### src/logic/dac_load_pkg.sv
// constants and types shared by the serial load logic of the octal converter
// assumes a single 250 MHz core clock samples every pin of the three-wire port
package dac_load_pkg;

    // core clock and serial port timing
    localparam int CLK_PERIOD_PS       = 4000;
    localparam int SCLK_PERIOD_MIN_PS  = 33000;   // 30 MHz ceiling of the serial clock
    localparam int SCLK_PHASE_MIN_PS   = 13000;   // least high or low time of the serial clock
    localparam int SCLK_PHASE_MIN_CYC  =
        (SCLK_PHASE_MIN_PS + CLK_PERIOD_PS - 1) / CLK_PERIOD_PS;
    localparam int SCLK_PERIOD_MIN_CYC =
        (SCLK_PERIOD_MIN_PS + CLK_PERIOD_PS - 1) / CLK_PERIOD_PS;

    // frame and channel geometry
    localparam int WORD_BITS     = 16;
    localparam int COUNT_BITS    = 4;
    localparam logic [3:0] LAST_BIT_IDX = 4'hf;
    localparam int CHANNELS      = 8;
    localparam int CHAN_BITS     = 3;
    localparam int DAC_BITS      = 12;             // widest variant, straight binary

    // command word fields, most significant bit first on the wire
    localparam int CMD_TYPE_POS  = 15;             // 0 data write, 1 control
    localparam int CMD_CHAN_MSB  = 14;
    localparam int CMD_CHAN_LSB  = 12;
    localparam int CMD_CODE_MSB  = 11;
    localparam int CMD_CTRL_MSB  = 14;
    localparam int CMD_CTRL_LSB  = 13;
    localparam logic [1:0] CTRL_REF_SETUP = 2'h0;
    localparam int REF_HIGH_BUF_POS = 3;
    localparam int REF_LOW_BUF_POS  = 2;
    localparam int REF_HIGH_VDD_POS = 1;
    localparam int REF_LOW_VDD_POS  = 0;

    // pin sampler layout and idle levels
    localparam int PIN_COUNT     = 4;
    localparam int PIN_SYNC_N    = 0;
    localparam int PIN_SCLK      = 1;
    localparam int PIN_DIN       = 2;
    localparam int PIN_LOAD_N    = 3;
    localparam logic [3:0] PIN_IDLE = 4'hb;        // strobes and clock idle high

    // reset values
    localparam logic [DAC_BITS-1:0] CODE_RESET = 12'h000;

    typedef enum logic [1:0] {
        REF_UNBUFFERED = 2'b00,
        REF_BUFFERED   = 2'b01,
        REF_SUPPLY     = 2'b10
    } ref_mode_t;

    typedef enum logic [1:0] {
        FRAME_IDLE  = 2'b00,
        FRAME_SHIFT = 2'b01,
        FRAME_DONE  = 2'b10
    } frame_state_t;

endpackage

### src/logic/dac_load_logic.sv
// serial load logic of an octal converter: frame capture, input and dac registers,
// per-quad reference mode bits
// assumes every pin is asynchronous to clk and the serial clock stays at or under 30 MHz
`timescale 1ns/100ps

// Function
// - load strobe low copies each channel's input register into its dac register
// - one load pulse updates every channel holding new data at once
// - load strobe held low makes dac registers follow input registers continuously
// - frame strobe fall enables serial buffers and arms the shift register
// - data is sampled on the sixteen serial clock falls after the frame fall
// - sixteen-bit shift register takes one bit per serial clock fall in a frame
// - frame strobe rise before the sixteenth fall aborts, discarding the partial word
// - serial buffers stay off after a completed word until the next frame fall
// - serial clock up to 30 MHz is accepted; the bench host runs it at a 32 ns period, just above it
// - quad A-D reference mode follows its buffer and supply select bits
// - quad E-H reference mode follows its own buffer and supply select bits
// - dac codes are straight binary, twelve bits wide in the widest variant
module dac_load_logic (
    // clock and reset
    input  wire logic                                   clk,
    input  wire logic                                   nrst,
    // serial port pins
    input  wire logic                                   sync_n,
    input  wire logic                                   sclk,
    input  wire logic                                   din,
    // update control pin
    input  wire logic                                   load_strobe_n,
    // dac register contents
    output logic [dac_load_pkg::CHANNELS-1:0][dac_load_pkg::DAC_BITS-1:0] dac_code_ff,
    // reference configuration per quad
    output dac_load_pkg::ref_mode_t                     reference_quad_low_ff,
    output dac_load_pkg::ref_mode_t                     reference_quad_high_ff,
    // serial port status
    output logic                                        serial_buffers_on_ff,
    output logic                                        word_accepted_ff,
    output logic                                        frame_aborted_ff
);

    // sampled pins
    logic [dac_load_pkg::PIN_COUNT-1:0] pins_raw;
    logic [dac_load_pkg::PIN_COUNT-1:0] pins_s;
    logic                               sync_n_s;
    logic                               sclk_s;
    logic                               din_s;
    logic                               load_n_s;

    // edge detection history
    logic sync_n_prev_ff;
    logic sclk_prev_ff;
    logic nxt_sync_n_prev;
    logic nxt_sclk_prev;
    logic sync_fall;
    logic sync_rise;
    logic sclk_fall;

    // frame control
    dac_load_pkg::frame_state_t state_ff;
    dac_load_pkg::frame_state_t nxt_state;
    logic                       nxt_buffers_on;
    logic                       nxt_aborted;
    logic                       arm;
    logic                       shift_en;

    // shifter results
    logic [dac_load_pkg::WORD_BITS-1:0]  word;
    logic [dac_load_pkg::COUNT_BITS-1:0] bit_count;
    logic                                word_ready;

    // index 0 is channel A, index 7 is channel H
    // channel storage
    logic [dac_load_pkg::CHANNELS-1:0][dac_load_pkg::DAC_BITS-1:0] input_reg_ff;
    logic [dac_load_pkg::CHANNELS-1:0][dac_load_pkg::DAC_BITS-1:0] nxt_input_reg;
    logic [dac_load_pkg::CHANNELS-1:0][dac_load_pkg::DAC_BITS-1:0] nxt_dac_code;
    logic [dac_load_pkg::CHANNELS-1:0]                             pending_ff;
    logic [dac_load_pkg::CHANNELS-1:0]                             nxt_pending;
    logic                                                          nxt_accepted;

    // reference select bits
    logic buf_low_ff;
    logic buf_high_ff;
    logic vdd_low_ff;
    logic vdd_high_ff;
    logic nxt_buf_low;
    logic nxt_buf_high;
    logic nxt_vdd_low;
    logic nxt_vdd_high;
    dac_load_pkg::ref_mode_t nxt_ref_low;
    dac_load_pkg::ref_mode_t nxt_ref_high;

    // command decode helpers
    logic                              is_data_write;
    logic                              is_ref_setup;
    logic [dac_load_pkg::CHAN_BITS-1:0] target_chan;

    // supply select wins over buffer select, so one mode is always defined
    function automatic dac_load_pkg::ref_mode_t ref_mode(input logic vdd_sel,
                                                         input logic buf_sel);
        if (vdd_sel) begin
            ref_mode = dac_load_pkg::REF_SUPPLY;
        end else if (buf_sel) begin
            ref_mode = dac_load_pkg::REF_BUFFERED;
        end else begin
            ref_mode = dac_load_pkg::REF_UNBUFFERED;
        end
    endfunction

    // every pin passes two flops before anything looks at it
    assign pins_raw[dac_load_pkg::PIN_SYNC_N] = sync_n;
    assign pins_raw[dac_load_pkg::PIN_SCLK]   = sclk;
    assign pins_raw[dac_load_pkg::PIN_DIN]    = din;
    assign pins_raw[dac_load_pkg::PIN_LOAD_N] = load_strobe_n;

    pin_sync #(
        .WIDTH    (dac_load_pkg::PIN_COUNT),
        .IDLE_VAL (dac_load_pkg::PIN_IDLE)
    ) u_pin_sync (
        .clk        (clk),
        .nrst       (nrst),
        .pins_async (pins_raw),
        .pins_sync  (pins_s)
    );

    // sampled levels, two clk behind the pins
    assign sync_n_s = pins_s[dac_load_pkg::PIN_SYNC_N];
    assign sclk_s   = pins_s[dac_load_pkg::PIN_SCLK];
    assign din_s    = pins_s[dac_load_pkg::PIN_DIN];
    assign load_n_s = pins_s[dac_load_pkg::PIN_LOAD_N];

    // edges seen on the synchronised levels; 30 MHz leaves several samples per phase
    always_comb begin
        nxt_sync_n_prev = sync_n_s;
        nxt_sclk_prev   = sclk_s;
        sync_fall       = sync_n_prev_ff & ~sync_n_s;
        sync_rise       = ~sync_n_prev_ff & sync_n_s;
        sclk_fall       = sclk_prev_ff & ~sclk_s;
    end

    // history resets to idle, so no false edge follows reset
    always_ff @(posedge clk) begin
        if (!nrst) begin
            sync_n_prev_ff <= 1'b1;
            sclk_prev_ff   <= 1'b1;
        end else begin
            sync_n_prev_ff <= nxt_sync_n_prev;
            sclk_prev_ff   <= nxt_sclk_prev;
        end
    end

    // frame sequencer: arm on strobe fall, count falls, abort on early rise
    always_comb begin
        nxt_state      = state_ff;
        nxt_buffers_on = serial_buffers_on_ff;
        nxt_aborted    = 1'b0;
        arm            = 1'b0;
        shift_en       = 1'b0;
        case (state_ff)
            dac_load_pkg::FRAME_IDLE: begin
                // serial clock falls before the strobe fall are ignored
                if (sync_fall) begin
                    nxt_state      = dac_load_pkg::FRAME_SHIFT;
                    nxt_buffers_on = 1'b1;
                    arm            = 1'b1;
                end
            end
            dac_load_pkg::FRAME_SHIFT: begin
                // a strobe rise level with the last fall is not early
                if (sclk_fall && (bit_count == dac_load_pkg::LAST_BIT_IDX)) begin
                    shift_en       = 1'b1;
                    nxt_state      = dac_load_pkg::FRAME_DONE;
                    nxt_buffers_on = 1'b0;
                end else if (sync_n_s) begin
                    nxt_state      = dac_load_pkg::FRAME_IDLE;
                    nxt_buffers_on = 1'b0;
                    nxt_aborted    = 1'b1;
                end else if (sclk_fall) begin
                    shift_en = 1'b1;
                end
            end
            dac_load_pkg::FRAME_DONE: begin
                // clock and data ignored until the strobe has gone high again
                if (sync_rise || sync_n_s) begin
                    nxt_state = dac_load_pkg::FRAME_IDLE;
                end
            end
            default: begin
                // unused code: back to idle with the port off
                nxt_state      = dac_load_pkg::FRAME_IDLE;
                nxt_buffers_on = 1'b0;
            end
        endcase
    end

    // state and status pulses, registered together
    always_ff @(posedge clk) begin
        if (!nrst) begin
            state_ff             <= dac_load_pkg::FRAME_IDLE;
            serial_buffers_on_ff <= 1'b0;
            frame_aborted_ff     <= 1'b0;
        end else begin
            state_ff             <= nxt_state;
            serial_buffers_on_ff <= nxt_buffers_on;
            frame_aborted_ff     <= nxt_aborted;
        end
    end

    // input shift register, msb first
    // arm clears only the count; stale bits shift out first
    word_shifter u_word_shifter (
        .clk      (clk),
        .nrst     (nrst),
        .arm      (arm),
        .shift_en (shift_en),
        .bit_in   (din_s),
        .word_ff  (word),
        .count_ff (bit_count),
        .ready_ff (word_ready)
    );

    // command decode of a finished word
    // control words of other kinds decode to nothing
    always_comb begin
        is_data_write = word_ready & ~word[dac_load_pkg::CMD_TYPE_POS];
        is_ref_setup  = word_ready & word[dac_load_pkg::CMD_TYPE_POS]
                      & (word[dac_load_pkg::CMD_CTRL_MSB:dac_load_pkg::CMD_CTRL_LSB]
                         == dac_load_pkg::CTRL_REF_SETUP);
        target_chan   = word[dac_load_pkg::CMD_CHAN_MSB:dac_load_pkg::CMD_CHAN_LSB];
    end

    // input registers, pending flags and dac registers
    always_comb begin
        nxt_input_reg = input_reg_ff;
        nxt_pending   = pending_ff;
        nxt_dac_code  = dac_code_ff;
        // every full word is reported, dropped kinds too
        nxt_accepted  = word_ready;
        for (int ch = 0; ch < dac_load_pkg::CHANNELS; ch++) begin
            // a low strobe, pulsed or held, moves every fresh channel together
            if (!load_n_s && pending_ff[ch]) begin
                nxt_dac_code[ch] = input_reg_ff[ch];
                nxt_pending[ch]  = 1'b0;
            end
            // a write in the same cycle keeps the flag set so it is not lost
            if (is_data_write && (target_chan == ch[dac_load_pkg::CHAN_BITS-1:0])) begin
                nxt_input_reg[ch] = word[dac_load_pkg::CMD_CODE_MSB:0];
                nxt_pending[ch]   = 1'b1;
            end
        end
    end

    // reset leaves zero codes and nothing pending
    always_ff @(posedge clk) begin
        if (!nrst) begin
            for (int ch = 0; ch < dac_load_pkg::CHANNELS; ch++) begin
                input_reg_ff[ch] <= dac_load_pkg::CODE_RESET;
                dac_code_ff[ch]  <= dac_load_pkg::CODE_RESET;
            end
            pending_ff       <= 8'h00;
            word_accepted_ff <= 1'b0;
        end else begin
            input_reg_ff     <= nxt_input_reg;
            dac_code_ff      <= nxt_dac_code;
            pending_ff       <= nxt_pending;
            word_accepted_ff <= nxt_accepted;
        end
    end

    // reference select bits and the mode each quad derives from them
    always_comb begin
        nxt_buf_low  = buf_low_ff;
        nxt_buf_high = buf_high_ff;
        nxt_vdd_low  = vdd_low_ff;
        nxt_vdd_high = vdd_high_ff;
        if (is_ref_setup) begin
            nxt_buf_low  = word[dac_load_pkg::REF_LOW_BUF_POS];
            nxt_buf_high = word[dac_load_pkg::REF_HIGH_BUF_POS];
            nxt_vdd_low  = word[dac_load_pkg::REF_LOW_VDD_POS];
            nxt_vdd_high = word[dac_load_pkg::REF_HIGH_VDD_POS];
        end
        // both quads decode alike, each from its own bits
        nxt_ref_low  = ref_mode(nxt_vdd_low, nxt_buf_low);
        nxt_ref_high = ref_mode(nxt_vdd_high, nxt_buf_high);
    end

    // modes registered so the ports come from flops
    always_ff @(posedge clk) begin
        if (!nrst) begin
            buf_low_ff             <= 1'b0;
            buf_high_ff            <= 1'b0;
            vdd_low_ff             <= 1'b0;
            vdd_high_ff            <= 1'b0;
            reference_quad_low_ff  <= dac_load_pkg::REF_UNBUFFERED;
            reference_quad_high_ff <= dac_load_pkg::REF_UNBUFFERED;
        end else begin
            buf_low_ff             <= nxt_buf_low;
            buf_high_ff            <= nxt_buf_high;
            vdd_low_ff             <= nxt_vdd_low;
            vdd_high_ff            <= nxt_vdd_high;
            reference_quad_low_ff  <= nxt_ref_low;
            reference_quad_high_ff <= nxt_ref_high;
        end
    end

endmodule

### src/logic/pin_sync.sv
// two-stage synchroniser bank for the serial port and load strobe pins
// assumes pins change with no relation to clk; stage one feeds stage two only
`timescale 1ns/100ps
module pin_sync #(
    parameter int               WIDTH    = 4,
    parameter logic [WIDTH-1:0] IDLE_VAL = '1
) (
    // clock and reset
    input  wire logic             clk,
    input  wire logic             nrst,
    // pins in, sampled levels out
    input  wire logic [WIDTH-1:0] pins_async,
    output logic      [WIDTH-1:0] pins_sync
);

    logic [WIDTH-1:0] stage1_ff;
    logic [WIDTH-1:0] stage2_ff;

    // one synchroniser per pin, reset to the pin's idle level
    for (genvar i = 0; i < WIDTH; i++) begin : g_bit
        always_ff @(posedge clk) begin
            if (!nrst) begin
                stage1_ff[i] <= IDLE_VAL[i];
                stage2_ff[i] <= IDLE_VAL[i];
            end else begin
                stage1_ff[i] <= pins_async[i];
                stage2_ff[i] <= stage1_ff[i];
            end
        end
    end

    assign pins_sync = stage2_ff;

endmodule

### src/logic/word_shifter.sv
// sixteen-bit input shift register with its bit counter
// assumes shift pulses come from sampled serial clock falls, arm clears its count
`timescale 1ns/100ps
module word_shifter (
    // clock and reset
    input  wire logic                              clk,
    input  wire logic                              nrst,
    // control
    input  wire logic                              arm,
    input  wire logic                              shift_en,
    input  wire logic                              bit_in,
    // result
    output logic [dac_load_pkg::WORD_BITS-1:0]     word_ff,
    output logic [dac_load_pkg::COUNT_BITS-1:0]    count_ff,
    output logic                                   ready_ff
);

    logic [dac_load_pkg::WORD_BITS-1:0]  nxt_word;
    logic [dac_load_pkg::COUNT_BITS-1:0] nxt_count;
    logic                                nxt_ready;

    // msb arrives first, so bits enter at the bottom and climb
    always_comb begin
        nxt_word  = word_ff;
        nxt_count = count_ff;
        nxt_ready = 1'b0;
        if (arm) begin
            nxt_count = '0;
        end else if (shift_en) begin
            nxt_word  = {word_ff[dac_load_pkg::WORD_BITS-2:0], bit_in};
            nxt_count = count_ff + 4'h1;
            nxt_ready = (count_ff == dac_load_pkg::LAST_BIT_IDX);
        end
    end

    always_ff @(posedge clk) begin
        if (!nrst) begin
            word_ff  <= 16'h0000;
            count_ff <= 4'h0;
            ready_ff <= 1'b0;
        end else begin
            word_ff  <= nxt_word;
            count_ff <= nxt_count;
            ready_ff <= nxt_ready;
        end
    end

endmodule

### config.mk
export PLATFORM = sky130hd
export DESIGN_NAME = dac_load_logic
export DESIGN_NICKNAME = d
export VERILOG_FILES = /design/src/logic/dac_load_pkg.sv /design/src/logic/dac_load_logic.sv /design/src/logic/pin_sync.sv /design/src/logic/word_shifter.sv
export SDC_FILE = /design/constraint.sdc
export NUM_CORES = 1
export LEC_CHECK = 0
export BUFFER_PORTS_ARGS = -buffer_cell sky130_fd_sc_hd__clkbuf_2
export CAP_MARGIN = 20
export CORE_ASPECT_RATIO = 0.9
export CORE_MARGIN = 5
export CORE_UTILIZATION = 30
export CTS_CLUSTER_SIZE = 10
export DETAILED_ROUTE_END_ITERATION = 6
export PLACE_DENSITY = 0.58
export SKIP_LAST_GASP = 1
export SYNTH_ARGS = -nofsm -noshare
export SYNTH_HDL_FRONTEND = slang
export SYNTH_SLANG_ARGS = --single-unit
### constraint.sdc
create_clock -name clk -period 2.2 [get_ports clk]
set_input_delay 0.11 -clock clk [delete_from_list [all_inputs] [get_ports clk]]
set_output_delay 0.11 -clock clk [all_outputs]
set_load 0.01 [all_outputs]
### Word level (Yosys, flattened, before mapping)

Cells that the tools add are included.
W data, S select, Z words.

* bits in registers: 244
* word-level logic and storage cells: 156
* bits of input ports: 6

* equal/unequal tests: 13
* reduce and logical (&&, ||, !) cells: 38
* add/subtract/negate cells: 1
* bitwise operators: 15
* mux-type cells: 40

Operator list (count)
* $mux W1: 32
* $logic_and A1 B1 Y1: 17
* $reduce_bool A2 Y1: 8
* $eq A3 B3 Y1 const B: 4
* $mux W2: 6
* $not A1 Y1: 9
* $and A1 B1 Y1: 6
* $eq A3 B2 Y1 const B: 2
* $pmux W2 S3: 1
* $reduce_and A3 Y1: 2
* $reduce_or A2 Y1: 3
* $reduce_or A3 Y1: 2
* $add A4 B1 Y4 const B: 1
* $eq A4 B4 Y1 const B: 1
* $logic_not A2 Y1: 2
* $ne A2 B2 Y1 const B: 2
* $eq A3 B1 Y1 const B: 1
* $logic_not A3 Y1: 1
* $ne A3 B2 Y1 const B: 1
* $pmux W1 S3: 1
* $eq A2 B1 Y1 const B: 1
* $eq A2 B2 Y1 const B: 1
* $reduce_and A2 Y1: 1
* $logic_not A1 Y1: 1
* $logic_or A1 B1 Y1: 1

### Longest topological paths before layout

Gate-level depths: netlist of the first run.

* depth after elaboration: 8
* gate-level depth with buffers: 6

### Modules after synthesis

A second synthesis of the first run with hierarchy kept.

* cells, all modules: 949
* area, all modules: 8974.9 um^2

By module, submodules not included
* dac_load_logic: times used 1, cells an instance 843, seq. area each 4264.1 um^2, area each 7960.1 um^2
* word_shifter: times used 1, cells an instance 90, seq. area each 420.4 um^2, area each 804.5 um^2
* pin_sync: times used 1, cells an instance 16, seq. area each 160.2 um^2, area each 210.2 um^2

### Least setup slack after synthesis of the first run

No wires, ideal clock.

* path type: reg2reg
* start point: register u_word_shifter.count_ff[0] (netlist name)
* end point: register u_word_shifter.word_ff[10] (netlist name)
* slack: 0.786 ns
* arrival: 1.343 ns
* cell stages (with the launch flop): 7
* period minus slack after synthesis: 1.414 ns
* cells stage by stage: dfxtp_1 > ha_1 > nand3_1 > a21oi_1 > buf_4 > buf_6 > mux2i_1

* longest elaborated chain between the ends: 5

Ends and longest elaborated chain
* start, declared: RTL line word_shifter.sv:14 `output logic [dac_load_pkg::COUNT_BITS-1:0] count_ff,`
* start signal, assigned: RTL line word_shifter.sv:43 `count_ff <= nxt_count;`
* $eq A4 B4 Y1: RTL line dac_load_logic.sv:168 `if (sclk_fall && (bit_count == dac_load_pkg::LAST_BIT_IDX)) begin`
* $logic_and A1 B1 Y1: RTL line dac_load_logic.sv:168
* $mux W1: RTL line dac_load_logic.sv:168
* $mux W1: RTL line dac_load_logic.sv:157 `case (state_ff)`
* $reduce_and A2 Y1 (no line)
* end signal, assigned: RTL line word_shifter.sv:42 `word_ff <= nxt_word;`
* end, declared: RTL line word_shifter.sv:13 `output logic [dac_load_pkg::WORD_BITS-1:0] word_ff,`

No other way between the ends.
A chain may end at the register's enable or synchronous reset.

### Worst setup path in the final report of the first run

* start point: register u_word_shifter.word_ff[12] (netlist name)
* end point: register input_reg_ff[22] (netlist name)

* longest elaborated chain between the ends: 2

Ends and longest elaborated chain
* $eq A3 B1 Y1: RTL line dac_load_logic.sv:244 `if (is_data_write && (target_chan == ch[dac_load_pkg::CHAN_BITS-1:0])) begin`
* $logic_and A1 B1 Y1: RTL line dac_load_logic.sv:244
* end signal, assigned by index: RTL line dac_load_logic.sv:255 `input_reg_ff[ch] <= dac_load_pkg::CODE_RESET;`
* end signal, assigned: RTL line dac_load_logic.sv:261 `input_reg_ff <= nxt_input_reg;`
* end, declared: RTL line dac_load_logic.sv:72 `logic [dac_load_pkg::CHANNELS-1:0][dac_load_pkg::DAC_BITS-1:0] input_reg_ff;`

No other way between the ends.

==> results.toml, run 1 <==
[outcome]
outcome = "finished, final reports clean"

[global_routing]
grt_max_degree = 54
globalRoute.totalOverflow = 0
gr-usage-all-layers = 0.138
grt_antenna_before_repair = 1
grt_pass1_wl_um = 37900
number_of_global_route_vias_before_repair = 6871

[routing]
routed-wl-met3_um = 1700
remaining_drc_errors = 0
drtAntennaViolNets = 0
routedWlPerCell_um = 15.7
wl_met2_um = 10900
top_signal_layer_used = "met4"
via_per_inst = 4.86
drt_first_pass_iters = 5
wl_met1_um = 11000
via_count = 7450
drt_wl_total_um = 24100
dr.first_iter.drc_count = 662

[floorplan]
placeableCoreArea_um2 = 29100
top_level_ports = 109
placement_rows = 59
die_y_um = 173
design.die.area_um2 = 33200
die_width_um = 191
initial_core_util = 0.306

[timing]
final.setup.tns_ps = 0
setup_viol_count_final = 0
slew_violations = 0
period_minus_slack_ps = 1660
final-hold-violation-count = 0
worst-slew-pin-transition_ps = 785
post-route-period-util = 0.755
timing.slew.headroom = 0.476
fin_worst_hold_slack_ps = 70.7
rsz0062_at_grt = "false"
clock-skew-final_ps = 12.3
maximum_clock_frequency_mhz = 602

[finish]
area_growth_syn_to_layout_pct = 18.9
fin_area_um2 = 10600
post_layout_nonfiller_instances = 1532
finish.net_count = 1141
fraction_of_final_layout_cells_with_drive_strength_greater_than_1 = 0.158
antenna_cells_inserted = 0

[power_and_ir_drop]
power_density_nw_per_um2 = 805
power_uw = 8510
static-leakage-power_uw = 0.00359
ir_drop_mv = 0.551

[worst_setup_path]
setup.worst_path.end_class = "flop"
timing.critical_path.arrival_ps = 2070
critical_path.startpoint_type = "flop"
crit_required_ps = 2610
cpPeakStageDelay_ps = 480
critPathMaxFanout = 13
worst_path_max_delay_cell = "dfxtp_1"
timing_worst_setup_path_type = "flop to flop"
cp_cell_sequence = "nand3b_1, buf_4, o21ai_1, a21oi_1"

[clock_tree]
ctsLongestPathBuffers = 3
clock_pin_slew_of_the_registers_on_the_worst_case_setup_and_hold_paths_ps = 50
clock_sink_count = 242
tritoncts = "built"
numCtsBuffers = 28
count_of_buffers_added_by_post_cts_timing_repair_for_setup = 0
clock_insertion_delay_worst_skew_ps = 530
cts-root-buf = "clkbuf_16"
htree_levels = 1

[logic_synthesis]
syn_inst = 1064
ys_ff_latch = 242
number_of_enable_type_register_cells_in_the_synthesized_netlist = 0
syn_nets = 1071
synth-async-reset-ratio = 0
ys_dominant_reg_cell = "dfxtp_1"
synth_warnings = 0
mappedNetlistArea_um2 = 8890
synth-seq-area-share = 0.545
synthesis.area_per_instance_um2 = 8.35
ys_types = 36

[worst_hold_path]
hp-class = "primary input to flop"

[job]
drv_cap = 0

[placed_design]
gp_congestion = 0.734
placed_cell_area_um2 = 9780
place.detailed.instances = 1496
placement.io_buffers = 108
hpwl_um = 15400
-- final cells by class --
cell class / instances / area (um^2)
clock inverter: 1 / 7.51
fill: 3067 / 18500
sequential: 242 / 4840
tap: 396 / 495
clock buffer: 31 / 743
inverter: 3 / 16.3
timing repair buffer: 146 / 873
multi-input combinational: 713 / 3590
-- final timing paths --
check	startpoint	to	slack, ps	cells past startpoint
setup reg to reg	u_word_shifter.word_ff[12]$_SDFFE_PN0P_	input_reg_ff[22]$_SDFFE_PN0P_	540	4
setup / recovery	u_word_shifter.word_ff[12]$_SDFFE_PN0P_	input_reg_ff[22]$_SDFFE_PN0P_	540	4
hold reg to reg	u_pin_sync.stage1_ff[0]$_SDFF_PN1_	u_pin_sync.pins_sync[0]$_SDFF_PN1_	410	1
hold / removal	nrst	pending_ff[7]$_SDFFE_PN0P_	70	3
-- layer usage --
layer  track usage  vias up
met5             0        -
met4        0.0278        0
met3        0.0344       35
met2         0.216      180
met1         0.195     3491
li1              -     3744
-- placed cells by master, fill, tap and decap left out, types with 3 or more instances in the layout --
cell	count
dfxtp_1	242
nand2_1	210
a21oi_1	195
clkbuf_2	108
nand3_1	104
o21ai_1	66
o21ai_0	31
buf_4	31
clkbuf_16	29
mux2i_1	24
nand2b_1	19
nor2_1	14
nor2b_1	8
a22oi_1	8
nand3b_1	7
dlygate4sd3_1	4
or3b_1	3
and2_1	3
buf_12	3
-- cell families (layout without fill, tap and decap cells) --
group	Yosys count	in the layout	synth area share
simple gates	382	382	0.196
compound gates	306	306	0.177
flops	242	242	0.545
buf+inv	109	181	0.0532
mux	24	24	0.0270
fa+ha+maj	1	1	0.00141
-- cells in the mapped netlist (2+ instances only) --
| master | count | area (um^2) |
|---|---|---|
| mux2i_1 | 24 | 240 |
| nand3_1 | 104 | 521 |
| and2_1 | 3 | 18.8 |
| dfxtp_1 | 242 | 4840 |
| a21oi_1 | 196 | 981 |
| buf_2 | 36 | 180 |
| nor2_1 | 15 | 56.3 |
| and3b_1 | 2 | 17.5 |
| buf_1 | 4 | 15.0 |
| nand2b_1 | 19 | 119 |
| nand3b_1 | 7 | 52.6 |
| inv_1 | 2 | 7.51 |
| clkbuf_1 | 62 | 233 |
| a22oi_1 | 8 | 60.1 |
| buf_4 | 3 | 22.5 |
| or3b_1 | 3 | 26.3 |
| nor3_1 | 2 | 10.0 |
| o21ai_1 | 66 | 330 |
| o21ai_0 | 31 | 155 |
| nor2b_1 | 9 | 56.3 |
| a211oi_1 | 2 | 15.0 |
| nand2_1 | 210 | 788 |
-- stage by stage --
step                setup WS (ps)   util
global placement              572  0.336
finish                        539  0.363
CTS                           513  0.363
global route                  296  0.363
detailed placement            535  0.336
floorplan                     786      -
-- power by group --
part	internal (uW)	switching, uW
sequential	4390	9.20
combinational	34.4	83.4
clock	2340	1650
-- sequential cells by signal, summed over array words and instances (netlist names) --
signal / flops
u_pin_sync.stage1_ff: 4
buf_low_ff: 1
u_word_shifter.count_ff: 4
sync_n_prev_ff: 1
reference_quad_high_ff: 2
sclk_prev_ff: 1
serial_buffers_on_ff: 1
pending_ff: 8
reference_quad_low_ff: 2
u_pin_sync.pins_sync: 4
u_word_shifter.ready_ff: 1
input_reg_ff: 96
u_word_shifter.word_ff: 16
word_accepted_ff: 1
dac_code_ff: 96
buf_high_ff: 1
frame_aborted_ff: 1
state_ff: 2
-- worst max-delay path: cells and delay by family (launching register included) --
kind                   cells  cell delay [ps]
DFF                        1              480
and+or+nand+nor            1              480
buffers and inverters      1              370
AOI/OAI and AO/OA          2              220
-- repair_timing --
| item | in CTS | in global routing |
|---|---|---|
| hold buffers | 4 | 0 |
| resized for setup | 0 | 0 |
| hold endpoints to repair | 4 | 0 |
Power figures use the tool's default switching activity.
==> inputs of run 2 (changes only) <==
--- a/config.mk
+++ b/config.mk
@@ -12,7 +12,7 @@
 export CORE_UTILIZATION = 30
 export CTS_CLUSTER_SIZE = 10
 export DETAILED_ROUTE_END_ITERATION = 6
-export PLACE_DENSITY = 0.58
+export PLACE_DENSITY = 0.59
 export SKIP_LAST_GASP = 1
 export SYNTH_ARGS = -nofsm -noshare
 export SYNTH_HDL_FRONTEND = slang
==> constraint.sdc (replaced) <==
create_clock -name clk -period 1.4 [get_ports clk]
set_input_delay 0.07 -clock clk [delete_from_list [all_inputs] [get_ports clk]]
set_output_delay 0.07 -clock clk [all_outputs]
set_load 0.01 [all_outputs]
==> run 2 against run 1 <==
  * The flow now finishes with violations (negative setup slack)
  * Wire length grew 4.4%
  * Worst hold slack improved by 240 ps
  * Maximum frequency increased by 17%
  * Combinational power is 91% higher
  * Via count grew 3.2%
  * Global-route usage up 0.49 points
  * Sequential power increased by 57%
  * Sequential share of layout area shrank 2.4 points
  * Final cell count is 3.0% higher
==> results.toml, run 2 (synthesized netlist as in run 1, its figures left out) <==
[outcome]
outcome = "finished with violations"
violations = "negative setup slack"

[timing]
rsz0062_at_grt = "true"
fin_worst_hold_slack_ps = 313
setup_viol_count_final = 11
period_minus_slack_ps = 1420
final-hold-violation-count = 0
clock-skew-final_ps = 9.34
worst-slew-pin-transition_ps = 572
timing.slew.headroom = 0.618
maximum_clock_frequency_mhz = 702
post-route-period-util = 1.02
fin_ws_ps = -24.3
slew_violations = 0

[finish]
multiInputGateArea_um2 = 3650
ff_latch_area_um2 = 4860
nFillCells = 3038
fraction_of_final_layout_cells_with_drive_strength_greater_than_1 = 0.200
area_growth_syn_to_layout_pct = 25.9
most_common_cell_after_layout_fill_and_taps_aside = "dfxtp_1"
antenna_cells_inserted = 0
biggestRegsByFlops = "dac_code_ff x96, input_reg_ff x96, u_word_shifter.word_ff x16"
finish.net_count = 1187
layout_common_cells = "dfxtp_1, nand2_1, a21oi_1"

[clock_tree]
cts-root-buf = "clkbuf_16"
htree_levels = 1
tritoncts = "built"
clock_sink_count = 242
clock_insertion_delay_worst_skew_ps = 520
numCtsBuffers = 28
ctsLongestPathBuffers = 3
clock_pin_slew_of_the_registers_on_the_worst_case_setup_and_hold_paths_ps = 50

[global_routing]
grt_pass1_wl_um = 39200
grt_max_degree = 49
globalRouteMet2Util = 0.220
grt_most_used_layer = "met2"
globalRoute.totalOverflow = 0
grt_use_met1 = 0.205
number_of_global_route_vias_before_repair = 7196
grt_antenna_before_repair = 0
grtUsageMet3 = 0.0298
gr-usage-all-layers = 0.143

[worst_setup_path]
r2r_cells = 5
timing.critical_path.arrival_ps = 1880
setup.worst_path.end_class = "flop"
setup.reg_to_reg.worst_slack_ps = -20
critical_path.startpoint_type = "flop"
r2r_start = "state_ff[1]$_SDFFE_PN0P_"
cpPeakStageDelay_ps = 320
crit_required_ps = 1850
largest_delay_contributor_family_on_the_critical_path = "buffers and inverters"
critical_path_buf_inv_count = 2
worst_path_max_delay_cell = "dfxtp_2"
cp_cell_sequence = "buf_6, nand4bb_4, a21oi_4, clkbuf_16, mux2i_1"
timing_worst_setup_path_type = "flop to flop"
critPathMaxFanout = 5
timing.rr.end = "u_word_shifter.word_ff[4]$_SDFFE_PN0P_"

[routing]
drt_first_pass_iters = 5
remaining_drc_errors = 0
routedWlPerCell_um = 15.9
drt_wl_total_um = 25100
via_per_inst = 4.87
drtAntennaViolNets = 0
via_count = 7691
dr.first_iter.drc_count = 497

[power_and_ir_drop]
ir_drop_mv = 0.949
static-leakage-power_uw = 0.00389
power_density_nw_per_um2 = 1200

[worst_hold_path]
holdPathEnd = "u_pin_sync.stage1_ff[2]$_SDFF_PN0_"
hp-class = "primary input to flop"
hold_path_depth = 3
worst_hold_startpoint = "din"

[placed_design]
placement.io_buffers = 108
pre_cts_slack_ps = -6.10
gp_congestion = 0.772
hpwl_um = 16500

[floorplan]
die_width_um = 191
placement_rows = 59
initial_core_util = 0.306
design.die.area_um2 = 33200
top_level_ports = 109
placeableCoreArea_um2 = 29100
die_y_um = 173

[job]
drv_cap = 0
## run 2: worst max path at each step
stage	start	end	slack, ps	cells after the start
6_report	state_ff[1]$_SDFFE_PN0P_	u_word_shifter.word_ff[4]$_SDFFE_PN0P_	-20	5
3_3_place_gp	u_word_shifter.ready_ff$_SDFF_PP0_	reference_quad_high_ff[1]$_SDFF_PN0_	20	4
3_5_place_dp	u_word_shifter.ready_ff$_SDFF_PP0_	input_reg_ff[35]$_SDFFE_PN0P_	-6	5
5_1_grt	state_ff[1]$_SDFFE_PN0P_	u_word_shifter.word_ff[4]$_SDFFE_PN0P_	-70	5
4_1_cts	u_word_shifter.count_ff[0]$_SDFFE_PP0P_	u_word_shifter.count_ff[1]$_SDFFE_PP0P_	-10	5
2_1_floorplan	u_word_shifter.word_ff[12]$_SDFFE_PN0P_	input_reg_ff[51]$_SDFFE_PN0P_	30	5
## run 2: worst reg2reg max path, stage by stage (launching register included)
cell and delay, ps:
dfxtp_2 320, buf_6 110, nand4bb_4 230, a21oi_4 300, clkbuf_16 220, mux2i_1 180
## run 2: repair_timing
| item | CTS | global route |
|---|---|---|
| setup endpoints to repair | 6 | 94 |
| setup buffers | 0 | 2 |
| gates cloned | 0 | 3 |
| hold buffers | 8 | 0 |
| hold endpoints to repair | 27 | 0 |
| resized for setup | 2 | 23 |
| pin swaps | 0 | 4 |
## run 2: metal layers
metal / part of all wire / routed length, um
met4: 0.026 / 644
met5: 0 / 0
met1: 0.47 / 11800
met3: 0.057 / 1440
met2: 0.45 / 11200
## run 2: final cells by class
class                           instances  share of cell area
Inverter                                3             0.00145
Timing Repair Buffer                  192               0.127
Clock buffer                           31              0.0664
Tap cell                              396              0.0443
Multi-Input combinational cell        713               0.326
Clock inverter                          1            0.000671
Sequential cell                       242               0.434
## run 2: stage by stage
| stage | power (uW) | utilization | cell area, um^2 | TNS, ps | instances |
|---|---|---|---|---|---|
| floorplan | 7190 | - | 8900 | 0 | 1064 |
| global placement | 7260 | 0.351 | 10200 | 0 | 1533 |
| detailed placement | 7260 | 0.351 | 10200 | -6.26 | 1533 |
| CTS | 13600 | 0.380 | 11000 | -17.5 | 1573 |
| global route | 13900 | 0.385 | 11200 | -1070 | 1578 |
| finish | 13400 | 0.385 | 11200 | -132 | 1578 |
## run 2: power by group
part           total [uW]  internal (uW)  switching [uW]
logic                 225           76.0             149
registers            6910           6900            6.27
clock network        6290           3670            2610
